$ cat src/include/board_decode_params.svh
`ifndef BOARD_DECODE_PARAMS_SVH
`define BOARD_DECODE_PARAMS_SVH

// primary decoder codes on a13..a12 while a15 is low; a15 high is rom
`define MAIN_SUB1_CODE   2'h0
`define MAIN_SUB2_CODE   2'h1

// first sub-decoder codes on a10..a8
`define SUB1_RAM         3'h0
`define SUB1_KEY_SCAN    3'h1
`define SUB1_ADAPTER     3'h2

// second sub-decoder codes on a2..a0
`define SUB2_DATA_LATCH  3'h0
`define SUB2_CTRL_PATH   3'h1
`define SUB2_DEV_FB      3'h2
`define SUB2_DISP_LATCH  3'h3
`define SUB2_STAT_LATCH  3'h4

// control-board decoder: latched a3 picks bank, a7..a6 picks line
`define CB_BANK_LOW      1'b0
`define CB_HIGH_LINES    2'h2
`define CB_DISP_WRITE    2'h2

// key drive steps
`define KEY_STEP_FIRST   3'h1
`define KEY_STEP_LAST    3'h6

// timing
`define CLK_PERIOD_NS    50
`define POR_HOLD_NS      2500000
`define POR_HOLD_CYC     ((`POR_HOLD_NS + `CLK_PERIOD_NS - 1) / `CLK_PERIOD_NS)
`define DIGIT_CYC        1000

// axi4-lite register map
`define REG_STATUS       4'h0
`define REG_CONTROL      4'h4
`define REG_DISP_INSTR   4'h8
`define CTRL_BLANK_BIT   0
`define RESP_OKAY        2'h0
`define RESP_SLVERR      2'h2

`endif

$ cat src/include/board_pkg.sv
package board_pkg;

    typedef logic [7:0] byte_t;

    // one select per decoded target
    typedef struct packed {
        logic rom;
        logic ram;
        logic key_scan;
        logic adapter;
        logic data_latch;
        logic ctrl_path;
        logic dev_fb;
        logic disp_latch;
        logic stat_latch;
    } board_sel_s;

    // captured control-board address: a14 and a9..a3
    typedef struct packed {
        logic       mode;
        logic [6:0] addr;
    } cb_latch_s;

    typedef enum logic {POR_HOLD, POR_RUN} por_state_e;

endpackage : board_pkg

$ cat src/verilog/board_decode.sv
// Overview of operation
// - a15,a13,a12 pick rom or one sub-decoder
// - sub-decoder one: a10..a8 pick ram, keys, adapter
// - sub-decoder two: a2..a0 pick five latches
// - control path latches a3..a9, a14; drives a3..a9
// - latched a14 is display instruction/data selector
// - a6,a7 make six board strobes, display write
// - processor steps a3..a5 one..six; six drives
// - a2..a0 mux eight sense lines to key state
// - display holds eight bytes, segments plus point
// - low write: selector high instruction, low data
// - power-down blocks the ram select
// - power-on reset held about 2.5 ms
// - power-down asserts reset before supply loss
// - display latch drives parameter leds, status latch drives bus status leds
`timescale 1ns/100ps
`include "board_decode_params.svh"

module board_decode
    import board_pkg::*;
#(
    parameter int unsigned POR_CYCLES   = `POR_HOLD_CYC,
    parameter int unsigned DIGIT_CYCLES = `DIGIT_CYC
)(
    input  wire logic        core_clk,
    input  wire logic        sys_rst,
    input  wire logic [15:0] cpu_addr,
    input  wire logic        cpu_valid,
    input  wire logic        cpu_rw,
    input  wire byte_t       cpu_wdata,
    input  wire logic [7:0]  key_sense_lines,
    input  wire logic        power_down_det,
    output board_sel_s       selects_q,
    output logic [6:0]       ctrl_bus_q,
    output logic [5:0]       control_board_write_strobes_n_q,
    output logic [5:0]       key_drive_lines_q,
    output logic             key_state_q,
    output byte_t            param_leds_q,
    output byte_t            bus_status_leds_q,
    output logic [7:0]       digit_strobes_q,
    output byte_t            segments_q,
    output logic             cpu_reset_n_q,
    input  wire logic [3:0]  s_axi_awaddr,
    input  wire logic        s_axi_awvalid,
    output logic             s_axi_awready,
    input  wire logic [31:0] s_axi_wdata,
    input  wire logic [3:0]  s_axi_wstrb,
    input  wire logic        s_axi_wvalid,
    output logic             s_axi_wready,
    output logic [1:0]       s_axi_bresp,
    output logic             s_axi_bvalid,
    input  wire logic        s_axi_bready,
    input  wire logic [3:0]  s_axi_araddr,
    input  wire logic        s_axi_arvalid,
    output logic             s_axi_arready,
    output logic [31:0]      s_axi_rdata,
    output logic [1:0]       s_axi_rresp,
    output logic             s_axi_rvalid,
    input  wire logic        s_axi_rready
);

    board_sel_s  sel_d;
    cb_latch_s   cb_q, cb_d;
    byte_t       cb_data_q, cb_data_d;
    logic        cb_pend_q, cb_pend_d;
    logic [6:0]  ctrl_bus_d;
    logic [5:0]  strobes_d;
    logic        disp_wr_n_q, disp_wr_n_d;
    logic [5:0]  drive_d;
    logic        key_state_d, sense_pick;
    byte_t       param_leds_d, bus_leds_d;
    byte_t       disp_mem [8];
    byte_t       instr_q, instr_d;
    logic [2:0]  disp_ptr_q, disp_ptr_d;
    logic        mem_we;
    logic [2:0]  digit_q, digit_d;
    logic [15:0] dig_cnt_q, dig_cnt_d;
    logic [7:0]  strobes_dig_d;
    byte_t       segments_d;
    por_state_e  por_q, por_d;
    logic [31:0] por_cnt_q, por_cnt_d;
    logic        reset_n_d;
    logic        blank_q, blank_d;
    logic        aw_have_q, aw_have_d, w_have_q, w_have_d;
    logic [3:0]  awaddr_q, awaddr_d;
    logic [31:0] wdata_q, wdata_d;
    logic [3:0]  wstrb_q, wstrb_d;
    logic        bvalid_d, rvalid_d;
    logic [1:0]  bresp_d, rresp_d;
    logic [31:0] rdata_d;

    assign sense_pick = key_sense_lines[cpu_addr[2:0]];

    // two-level address decode, latches, keys and strobes
    always_comb
    begin
        sel_d        = '0;
        cb_d         = cb_q;
        cb_data_d    = cb_data_q;
        cb_pend_d    = 1'b0;
        drive_d      = key_drive_lines_q;
        key_state_d  = key_state_q;
        param_leds_d = param_leds_q;
        bus_leds_d   = bus_status_leds_q;
        strobes_d    = '1;
        disp_wr_n_d  = 1'b1;
        if (cpu_valid)
        begin
            if (cpu_addr[15])
                sel_d.rom = 1'b1;
            else if (cpu_addr[13:12] == `MAIN_SUB1_CODE)
            begin
                case (cpu_addr[10:8])
                    `SUB1_RAM:      sel_d.ram = !power_down_det;
                    `SUB1_KEY_SCAN: sel_d.key_scan = 1'b1;
                    `SUB1_ADAPTER:  sel_d.adapter = 1'b1;
                    default:        sel_d = '0;
                endcase
            end
            else if (cpu_addr[13:12] == `MAIN_SUB2_CODE)
            begin
                case (cpu_addr[2:0])
                    `SUB2_DATA_LATCH: sel_d.data_latch = 1'b1;
                    `SUB2_CTRL_PATH:  sel_d.ctrl_path = 1'b1;
                    `SUB2_DEV_FB:     sel_d.dev_fb = 1'b1;
                    `SUB2_DISP_LATCH: sel_d.disp_latch = 1'b1;
                    `SUB2_STAT_LATCH: sel_d.stat_latch = 1'b1;
                    default:          sel_d = '0;
                endcase
            end
        end
        // capture a14 and a9..a3 for the control board
        if (sel_d.ctrl_path)
        begin
            cb_d      = '{mode: cpu_addr[14], addr: cpu_addr[9:3]};
            cb_data_d = cpu_wdata;
            cb_pend_d = !cpu_rw;
        end
        // control-board decoder on latched a7..a6, bank a3
        if (cb_pend_q)
        begin
            if (cb_q.addr[0] == `CB_BANK_LOW)
                strobes_d[cb_q.addr[4:3]] = 1'b0;
            else if (cb_q.addr[4:3] < `CB_HIGH_LINES)
                strobes_d[3'(cb_q.addr[4:3]) + 3'h4] = 1'b0;
            else if (cb_q.addr[4:3] == `CB_DISP_WRITE)
                disp_wr_n_d = 1'b0;
        end
        // key drive one-of-six and sense multiplexer
        if (sel_d.key_scan)
        begin
            for (int i = 0; i < 6; i++)
                drive_d[i] = (cpu_addr[5:3] == 3'(i + 1));
            key_state_d = sense_pick;
        end
        // front-panel led latches
        if (sel_d.disp_latch && !cpu_rw)
            param_leds_d = cpu_wdata;
        if (sel_d.stat_latch && !cpu_rw)
            bus_leds_d = cpu_wdata;
    end

    assign ctrl_bus_d = cb_q.addr;

    always_ff @(posedge core_clk)
    begin
        if (sys_rst)
        begin
            selects_q                       <= '0;
            cb_q                            <= '0;
            cb_data_q                       <= '0;
            cb_pend_q                       <= 1'b0;
            ctrl_bus_q                      <= '0;
            control_board_write_strobes_n_q <= '1;
            disp_wr_n_q                     <= 1'b1;
            key_drive_lines_q               <= '0;
            key_state_q                     <= 1'b0;
            param_leds_q                    <= '0;
            bus_status_leds_q               <= '0;
        end
        else
        begin
            selects_q                       <= sel_d;
            cb_q                            <= cb_d;
            cb_data_q                       <= cb_data_d;
            cb_pend_q                       <= cb_pend_d;
            ctrl_bus_q                      <= ctrl_bus_d;
            control_board_write_strobes_n_q <= strobes_d;
            disp_wr_n_q                     <= disp_wr_n_d;
            key_drive_lines_q               <= drive_d;
            key_state_q                     <= key_state_d;
            param_leds_q                    <= param_leds_d;
            bus_status_leds_q               <= bus_leds_d;
        end
    end

    // display driver load and digit multiplex
    always_comb
    begin
        instr_d    = instr_q;
        disp_ptr_d = disp_ptr_q;
        mem_we     = 1'b0;
        if (!disp_wr_n_q)
        begin
            if (cb_q.mode)
            begin
                instr_d    = cb_data_q;
                disp_ptr_d = '0;
            end
            else
            begin
                mem_we     = 1'b1;
                disp_ptr_d = disp_ptr_q + 3'h1;
            end
        end
        dig_cnt_d = dig_cnt_q + 16'h0001;
        digit_d   = digit_q;
        if (dig_cnt_q == 16'(DIGIT_CYCLES - 1))
        begin
            dig_cnt_d = '0;
            digit_d   = digit_q + 3'h1;
        end
        strobes_dig_d = 8'h01 << digit_q;
        segments_d    = blank_q ? 8'h00 : disp_mem[digit_q];
    end

    always_ff @(posedge core_clk)
    begin
        if (mem_we)
            disp_mem[disp_ptr_q] <= cb_data_q;
    end

    always_ff @(posedge core_clk)
    begin
        if (sys_rst)
        begin
            instr_q         <= '0;
            disp_ptr_q      <= '0;
            dig_cnt_q       <= '0;
            digit_q         <= '0;
            digit_strobes_q <= '0;
            segments_q      <= '0;
        end
        else
        begin
            instr_q         <= instr_d;
            disp_ptr_q      <= disp_ptr_d;
            dig_cnt_q       <= dig_cnt_d;
            digit_q         <= digit_d;
            digit_strobes_q <= strobes_dig_d;
            segments_q      <= segments_d;
        end
    end

    // power-on hold and power-down reset
    always_comb
    begin
        por_d     = por_q;
        por_cnt_d = por_cnt_q;
        unique case (por_q)
            POR_HOLD:
            begin
                por_cnt_d = por_cnt_q + 32'h1;
                if (por_cnt_q == 32'(POR_CYCLES - 1))
                    por_d = POR_RUN;
            end
            POR_RUN: por_cnt_d = por_cnt_q;
        endcase
        if (power_down_det)
        begin
            por_d     = POR_HOLD;
            por_cnt_d = '0;
        end
        reset_n_d = (por_d == POR_RUN);
    end

    always_ff @(posedge core_clk)
    begin
        if (sys_rst)
        begin
            por_q         <= POR_HOLD;
            por_cnt_q     <= '0;
            cpu_reset_n_q <= 1'b0;
        end
        else
        begin
            por_q         <= por_d;
            por_cnt_q     <= por_cnt_d;
            cpu_reset_n_q <= reset_n_d;
        end
    end

    // axi4-lite slave: status, control, display instruction
    always_comb
    begin
        aw_have_d = aw_have_q;
        w_have_d  = w_have_q;
        awaddr_d  = awaddr_q;
        wdata_d   = wdata_q;
        wstrb_d   = wstrb_q;
        bvalid_d  = s_axi_bvalid && !s_axi_bready;
        bresp_d   = s_axi_bresp;
        rvalid_d  = s_axi_rvalid && !s_axi_rready;
        rresp_d   = s_axi_rresp;
        rdata_d   = s_axi_rdata;
        blank_d   = blank_q;
        if (s_axi_awvalid && s_axi_awready)
        begin
            aw_have_d = 1'b1;
            awaddr_d  = s_axi_awaddr;
        end
        if (s_axi_wvalid && s_axi_wready)
        begin
            w_have_d = 1'b1;
            wdata_d  = s_axi_wdata;
            wstrb_d  = s_axi_wstrb;
        end
        if (aw_have_q && w_have_q && !s_axi_bvalid)
        begin
            aw_have_d = 1'b0;
            w_have_d  = 1'b0;
            bvalid_d  = 1'b1;
            bresp_d   = `RESP_OKAY;
            if (awaddr_q == `REG_CONTROL)
            begin
                if (wstrb_q[0])
                    blank_d = wdata_q[`CTRL_BLANK_BIT];
            end
            else if (awaddr_q != `REG_STATUS && awaddr_q != `REG_DISP_INSTR)
                bresp_d = `RESP_SLVERR;
        end
        if (s_axi_arvalid && s_axi_arready)
        begin
            rvalid_d = 1'b1;
            rresp_d  = `RESP_OKAY;
            unique case (s_axi_araddr)
                `REG_STATUS:     rdata_d = {20'h0, disp_ptr_q,
                                    key_drive_lines_q, key_state_q,
                                    power_down_det, cpu_reset_n_q};
                `REG_CONTROL:    rdata_d = {31'h0, blank_q};
                `REG_DISP_INSTR: rdata_d = {24'h0, instr_q};
                default:
                begin
                    rdata_d = '0;
                    rresp_d = `RESP_SLVERR;
                end
            endcase
        end
    end

    always_ff @(posedge core_clk)
    begin
        if (sys_rst)
        begin
            aw_have_q     <= 1'b0;
            w_have_q      <= 1'b0;
            awaddr_q      <= '0;
            wdata_q       <= '0;
            wstrb_q       <= '0;
            blank_q       <= 1'b0;
            s_axi_awready <= 1'b0;
            s_axi_wready  <= 1'b0;
            s_axi_bvalid  <= 1'b0;
            s_axi_bresp   <= '0;
            s_axi_arready <= 1'b0;
            s_axi_rvalid  <= 1'b0;
            s_axi_rresp   <= '0;
            s_axi_rdata   <= '0;
        end
        else
        begin
            aw_have_q     <= aw_have_d;
            w_have_q      <= w_have_d;
            awaddr_q      <= awaddr_d;
            wdata_q       <= wdata_d;
            wstrb_q       <= wstrb_d;
            blank_q       <= blank_d;
            s_axi_awready <= !aw_have_d;
            s_axi_wready  <= !w_have_d;
            s_axi_bvalid  <= bvalid_d;
            s_axi_bresp   <= bresp_d;
            s_axi_arready <= !rvalid_d;
            s_axi_rvalid  <= rvalid_d;
            s_axi_rresp   <= rresp_d;
            s_axi_rdata   <= rdata_d;
        end
    end
endmodule : board_decode

$ cat config.mk
export PLATFORM = sky130hd
export DESIGN_NAME = board_decode
export DESIGN_NICKNAME = d
export VERILOG_FILES = /design/src/include/board_pkg.sv /design/src/verilog/board_decode.sv
export VERILOG_INCLUDE_DIRS = /design/src /design/src/include
export SDC_FILE = /design/constraint.sdc
export NUM_CORES = 1
export LEC_CHECK = 0
export ABC_AREA = 1
export CELL_PAD_IN_SITES_DETAIL_PLACEMENT = 0
export CELL_PAD_IN_SITES_GLOBAL_PLACEMENT = 1
export CORE_UTILIZATION = 45
export DETAILED_ROUTE_END_ITERATION = 8
export DONT_BUFFER_PORTS = 1
export MAX_ROUTING_LAYER = met4
export PLACE_DENSITY = 0.81
export SYNTH_ARGS = -nofsm -noshare
export SYNTH_HDL_FRONTEND = slang
export SYNTH_SLANG_ARGS = --single-unit
$ cat constraint.sdc
create_clock -name core_clk -period 3.3 [get_ports core_clk]
set_input_delay 0.33 -clock core_clk [delete_from_list [all_inputs] [get_ports core_clk]]
set_output_delay 0.33 -clock core_clk [all_outputs]
set_load 0.005 [all_outputs]
==> reports/qor.yml, run 1 <==
outcome: "finished clean"
critPathRequiredTime_ps: 3770
finalCritPeriodShare: 0.6584
slew_headroom: 0.3570
cts_tree: "yes"
die_x_um: 148.3
final_cells: 1475
critPathLaunchType: "input pin"
postRouteAntennaNets: 0
finalClockSkew_ps: 10.58
synth_ff_type: "dfxtp_1"
die_h_um: 148.3
cts_sinks: 234
grt_pass1_vias: 7011
clock_latency_ps: 530
p_leak_uw: 0.003999
max_freq_mhz: 460.2
synth_edf_count: 64
cts_resized: 0
fin_nets: 1273
p_per_area_nw_per_um2: 542.1
syn_area_per_cell_sq_um: 8.393
p_switching_uw: 1236
ir_worst_vdd_uv: 343.7
viasPerCell: 5.039
wl_per_cell_um: 14.89
routed_wl_mm: 21.97
drt-initial-drc-count: 383
clkSlewWorstSetupHoldPaths_ps: 60
coreArea_sq_um: 21020
num_vias: 7432
post-dp-hpwl_mm: 14.88
final-setup-viol-count: 0
min_path_type: "in2reg"
grt_max_degree: 50
rows: 53
min_period_ps: 2173
finalSetupTns_ps: 0
worst_pin_slew_ps: 961.0
critPathArrivalTime_ps: 2640
layout-drive-gt1-share: 0.06750
root_buffer: "clkbuf_16"
hold_violations: 0
die_area_sq_um: 21980
overflow: 0
intPower_uw: 4689
io_pins: 189
maxSlewViolCount: 0
critPathMaxFanout: 11
maxCapViolCount: 0
port_buffers: 0
yosys_warnings: 0
grt_pass1_wl_mm: 35.10
p_clk_frac: 0.469
rsz0062_at_grt: "no"
crit_path_end_kind: "flop"
cts_buffers: 26
syn_area_sq_um: 9627
worstSetupPathType: "in2reg"
htree_levels: 1
grt_usage: 0.2060
combPwrFrac: 0.028
p_sw_frac: 0.2086
diodes: 0
ys_seq_elements: 234
start_util: 0.4579
placedCellCount: 1392
area_delta_synth_final_pct: 13.52
synth.distinct_cells: 40
drtPass1Iterations: 5
synth_seq_area_share: 0.5532
syn_inst: 1147
gp_congestion: 0.8204
synth_async_sr_flop_share: 0
finalPower_uw: 5924
antenna_found_initial: 0
cts.path.max_buffers: 3
drc: 0
sequentialPowerShare: 0.503
-- cell usage after synthesis (4+ instances only) --
cell      number  share of area
buf_4         24          0.019
edfxtp_1      64           0.20
inv_1        100          0.039
nand4_1       24          0.016
nor3_1        19         0.0099
dfxtp_1      170           0.35
clkinv_1       4         0.0016
xor2_1         9         0.0082
ha_1           7         0.0091
nand2_1      192          0.075
nand2_2        4         0.0026
nor2_2         8         0.0052
buf_2         15         0.0078
buf_6          4         0.0047
clkbuf_1      10         0.0039
nand3_1       55          0.029
nor2_1       221          0.086
a21oi_1       72          0.037
o211ai_1      10         0.0078
o21ai_0       83          0.043
o22ai_1        8         0.0052
a21oi_2        8         0.0073
a22oi_1        5         0.0039
-- layout make-up --
class,instances,area [sq um]
fillers,1991,10090
repair buffers,40,397.9
flip-flops and latches,234,5325
clock inverters,9,108.9
multi-input cells,771,3627
inverters,107,404.1
well taps,275,344.1
clock buffers,39,720.7
-- worst max-delay path, stage by stage --
cell and delay [ps]:
dlygate4sd3_1 550, inv_1 90, nand2_1 120, nor3_2 600
nand2_1 200, nor3_1 170, dlygate4sd3_1 570
-- power groups by stage --
stage | combinational, uW | clock [uW] | sequential, uW
4_1_cts | 168 | 2840 | 2980
5_1_grt | 192 | 2940 | 2980
3_3_place_gp | 120 | 0 | 3040
6_report | 169 | 2780 | 2980
2_1_floorplan | 126 | 0 | 3040
3_5_place_dp | 122 | 0 | 3040
-- repair_timing --
item	CTS	global route
hold buffers	35	0
hold endpoints to repair	74	0
buffers inserted	0	0
-- per-stage QoR --
| step | setup slack, ps | area (sq um) | hold slack [ps] | utilization |
|---|---|---|---|---|
| floorplan | 1942 | 9706 | 394.0 | - |
| global placement | 1271 | 9738 | 404.5 | 0.4632 |
| detailed placement | 1256 | 9738 | 404.6 | 0.4632 |
| CTS | 1178 | 10930 | 2.270 | 0.5199 |
| global route | 969.7 | 10930 | 25.00 | 0.5199 |
| finish | 1127 | 10930 | 25.81 | 0.5199 |
-- routing by layer --
metal / global-route usage / share of wire / up-vias
met5: - / 0 / -
met4: 0.06082 / 0.022 / 0
met3: 0.03405 / 0.053 / 39
met2: 0.3326 / 0.47 / 191
met1: 0.2656 / 0.46 / 3403
li1: - / - / 3799
-- placed cells by master, fill, tap and decap left out, types with 19 or more instances in the layout --
master / instances
conb_1: 22
inv_1: 100
o21ai_0: 83
nand3_1: 55
clkbuf_16: 26
edfxtp_1: 64
nor3_1: 19
dfxtp_1: 170
a21oi_1: 72
dlygate4sd3_1: 34
nor2_1: 221
nand2_1: 192
nand4_1: 24
-- flip-flops by register name, indices dropped and copies added, names as in the netlist, 6 cells and up --
signal / cells
bus_status_leds_q: 8
cb_data_q: 8
control_board_write_strobes_n_q: 6
ctrl_bus_d: 7
ctrl_bus_q: 7
dig_cnt_q: 16
digit_strobes_q: 8
disp_mem: 64
instr_q: 8
key_drive_lines_q: 6
param_leds_q: 8
por_cnt_q: 32
s_axi_rdata: 12
segments_q: 8
selects_q: 9
-- worst paths after layout --
path / from / to / slack (ps) / depth (start not counted)
setup / recovery: cpu_addr[15] / selects_q[2] / 1130 / 7
hold / removal: s_axi_rready / s_axi_rvalid / 30 / 3
setup reg to reg: disp_wr_n_q / disp_mem[4][5] / 1450 / 3
hold reg to reg: ctrl_bus_d[4] / control_board_write_strobes_n_q[3] / 430 / 1
-- cells by family (layout without fill, tap and decap cells) --
| family | count (synthesis) | in the layout | synth area share |
|---|---|---|---|
| other | 1 | 22 | 0.0003895 |
| buffers and inverters | 163 | 195 | 0.07824 |
| adders and majority gates | 7 | 7 | 0.009098 |
| xor gates and xnor gates | 9 | 9 | 0.008189 |
| and+or+nand+nor | 543 | 543 | 0.2432 |
| DFF | 234 | 234 | 0.5532 |
| AOI/OAI and AO/OA | 190 | 190 | 0.1077 |
Power figures use the tool's default switching activity.
==> inputs of run 2 (changes only) <==
==> constraint.sdc (replaced) <==
create_clock -name core_clk -period 2.25 [get_ports core_clk]
set_input_delay 0.225 -clock core_clk [delete_from_list [all_inputs] [get_ports core_clk]]
set_output_delay 0.225 -clock core_clk [all_outputs]
set_load 0.005 [all_outputs]
==> reports/qor.yml, run 2 (synthesis gave the netlist of run 1 again) <==
crit_path_end_kind: "flop"  # unchanged
postRouteAntennaNets: 0  # unchanged
hold_violations: 0  # unchanged
critPathArrivalTime_ps: 2370  # was 2640 ps
cts.path.max_buffers: 3  # unchanged
placedCellCount: 1403  # was 1392
port_buffers: 0  # unchanged
rsz0062_at_grt: "no"  # unchanged
drtPass1Iterations: 5  # unchanged
ir_worst_vdd_uv: 475.6  # was 343.7 uV
top_register: "disp_mem"  # unchanged
maxCapViolCount: 0  # unchanged
cts_buffers: 25  # was 26
cts_tree: "yes"  # unchanged
viasPerCell: 4.991  # was 5.039
final-setup-viol-count: 0  # unchanged
max_freq_mhz: 512.3
clock_latency_ps: 530  # about the same
finalPower_uw: 8929  # was 5924 uW
routed_wl_mm: 22.05  # was 21.97 mm
root_buffer: "clkbuf_16"  # unchanged
gp_congestion: 0.8503  # was 0.8204
drc: 0  # unchanged
num_vias: 7466  # was 7432
grt_pass1_vias: 6868  # was 7011
dr_wl_met3_mm: 1.259  # was 1.165 mm
overflow: 0  # unchanged
clkSlewWorstSetupHoldPaths_ps: 60  # about the same
die_area_sq_um: 21980  # unchanged
p_per_area_nw_per_um2: 798.7  # was 542.1 nW/um^2
worst_slack_ps: 298.0  # was 1127 ps
top_layer: "met4"  # unchanged
largest_reg_flops: 64  # unchanged
critPathMaxFanout: 7  # was 11
coreArea_sq_um: 21020  # unchanged
cts_resized: 0  # unchanged
wl_per_cell_um: 14.74  # was 14.89 um
place_ws_ps: 509.9  # was 1256 ps
finalCritPeriodShare: 0.8675
grt_usage: 0.2071  # was 0.2060
reg.largest.list: "disp_mem: 64 flops, por_cnt_q: 32 flops, dig_cnt_q: 16 flops"  # unchanged
die_h_um: 148.3  # unchanged
finalSetupTns_ps: 0  # unchanged
min_period_ps: 1952
maxSlewViolCount: 0  # unchanged
slew_headroom: 0.5709  # was 0.3570
worstSetupPathType: "in2reg"  # unchanged
final_cells: 1496  # was 1475
met2_wirelength_mm: 10.07  # was 10.26 mm
p_leak_uw: 0.004118  # was 0.003999 uW
m1WireLength_mm: 10.04  # was 10.05 mm
cts_sinks: 234  # unchanged
mostFrequentLayoutCell: "nor2_1"  # unchanged
post_cts_buffers: 0  # unchanged
io_pins: 189  # unchanged
grt_max_degree: 41  # was 50
critPathLaunchType: "input pin"  # unchanged
whs_ps: 20.09  # was 25.81 ps
finalClockSkew_ps: 11.34  # was 10.58 ps
area_delta_synth_final_pct: 16.13  # was 13.52%
final_cell_mix: "nor2_1, nand2_1, dfxtp_1, inv_1, o21ai_0"  # unchanged
post-dp-hpwl_mm: 14.63  # was 14.88 mm
start_util: 0.4579  # unchanged
fin_nets: 1295  # was 1273
postCtsHoldBufs: 47  # was 35
antenna_found_initial: 1  # was 0
htree_levels: 1  # unchanged
die_x_um: 148.3  # unchanged
rows: 53  # unchanged
min_path_type: "in2reg"  # unchanged
worst_pin_slew_ps: 641.3  # was 961.0 ps
grt_pass1_wl_mm: 35.18  # was 35.10 mm
critPathRequiredTime_ps: 2670  # was 3770 ps
layout-drive-gt1-share: 0.07787  # was 0.06750
outcome: "finished clean"  # unchanged
drt-initial-drc-count: 425  # was 383
## run 2: cell type report
class / count / area (sq um)
repair buffers: 63 / 600.6
well taps: 275 / 344.1
flip-flops and latches: 234 / 5325
inverters: 107 / 404.1
multi-input cells: 771 / 3627
clock inverters: 15 / 191.4
diodes: 1 / 2.502
fillers: 1922 / 9842
clock buffers: 30 / 684.4
## run 2: routing by layer
| layer | up-vias | global-route usage |
|---|---|---|
| met3 | 41 | 0.04233 |
| met4 | 0 | 0.07062 |
| met5 | - | - |
| met2 | 179 | 0.3207 |
| li1 | 3840 | - |
| met1 | 3406 | 0.2699 |
## run 2: worst paths after layout
check	from	end	slack [ps]	cells after the start
hold reg to reg	ctrl_bus_d[4]	control_board_write_strobes_n_q[2]	420	1
setup reg to reg	s_axi_arready	s_axi_arready	520	5
setup / recovery	cpu_addr[15]	key_drive_lines_q[2]	300	8
hold / removal	s_axi_araddr[3]	s_axi_rresp[1]	20	4
## run 2: where the power goes
part | switching (uW) | internal, uW | total (uW)
logic | 162 | 101 | 264
registers | 28.1 | 4340 | 4370
clock network | 1670 | 2630 | 4300
total | 1860 | 7070 | 8930
## run 2: through the flow
step | util | cell area, sq um
after floorplan | - | 9706
after global placement | 0.4672 | 9821
after detailed placement | 0.4672 | 9821
after CTS | 0.5317 | 11180
after global routing | 0.5318 | 11180
final | 0.5318 | 11180
## run 2: critical path: stages
cell and delay [ps]:
dlygate4sd3_1 530, inv_1 90, nand4_1 160, nor2_1 390, inv_1 230, nand2_1 100
a21oi_1 70, dlygate4sd3_1 570
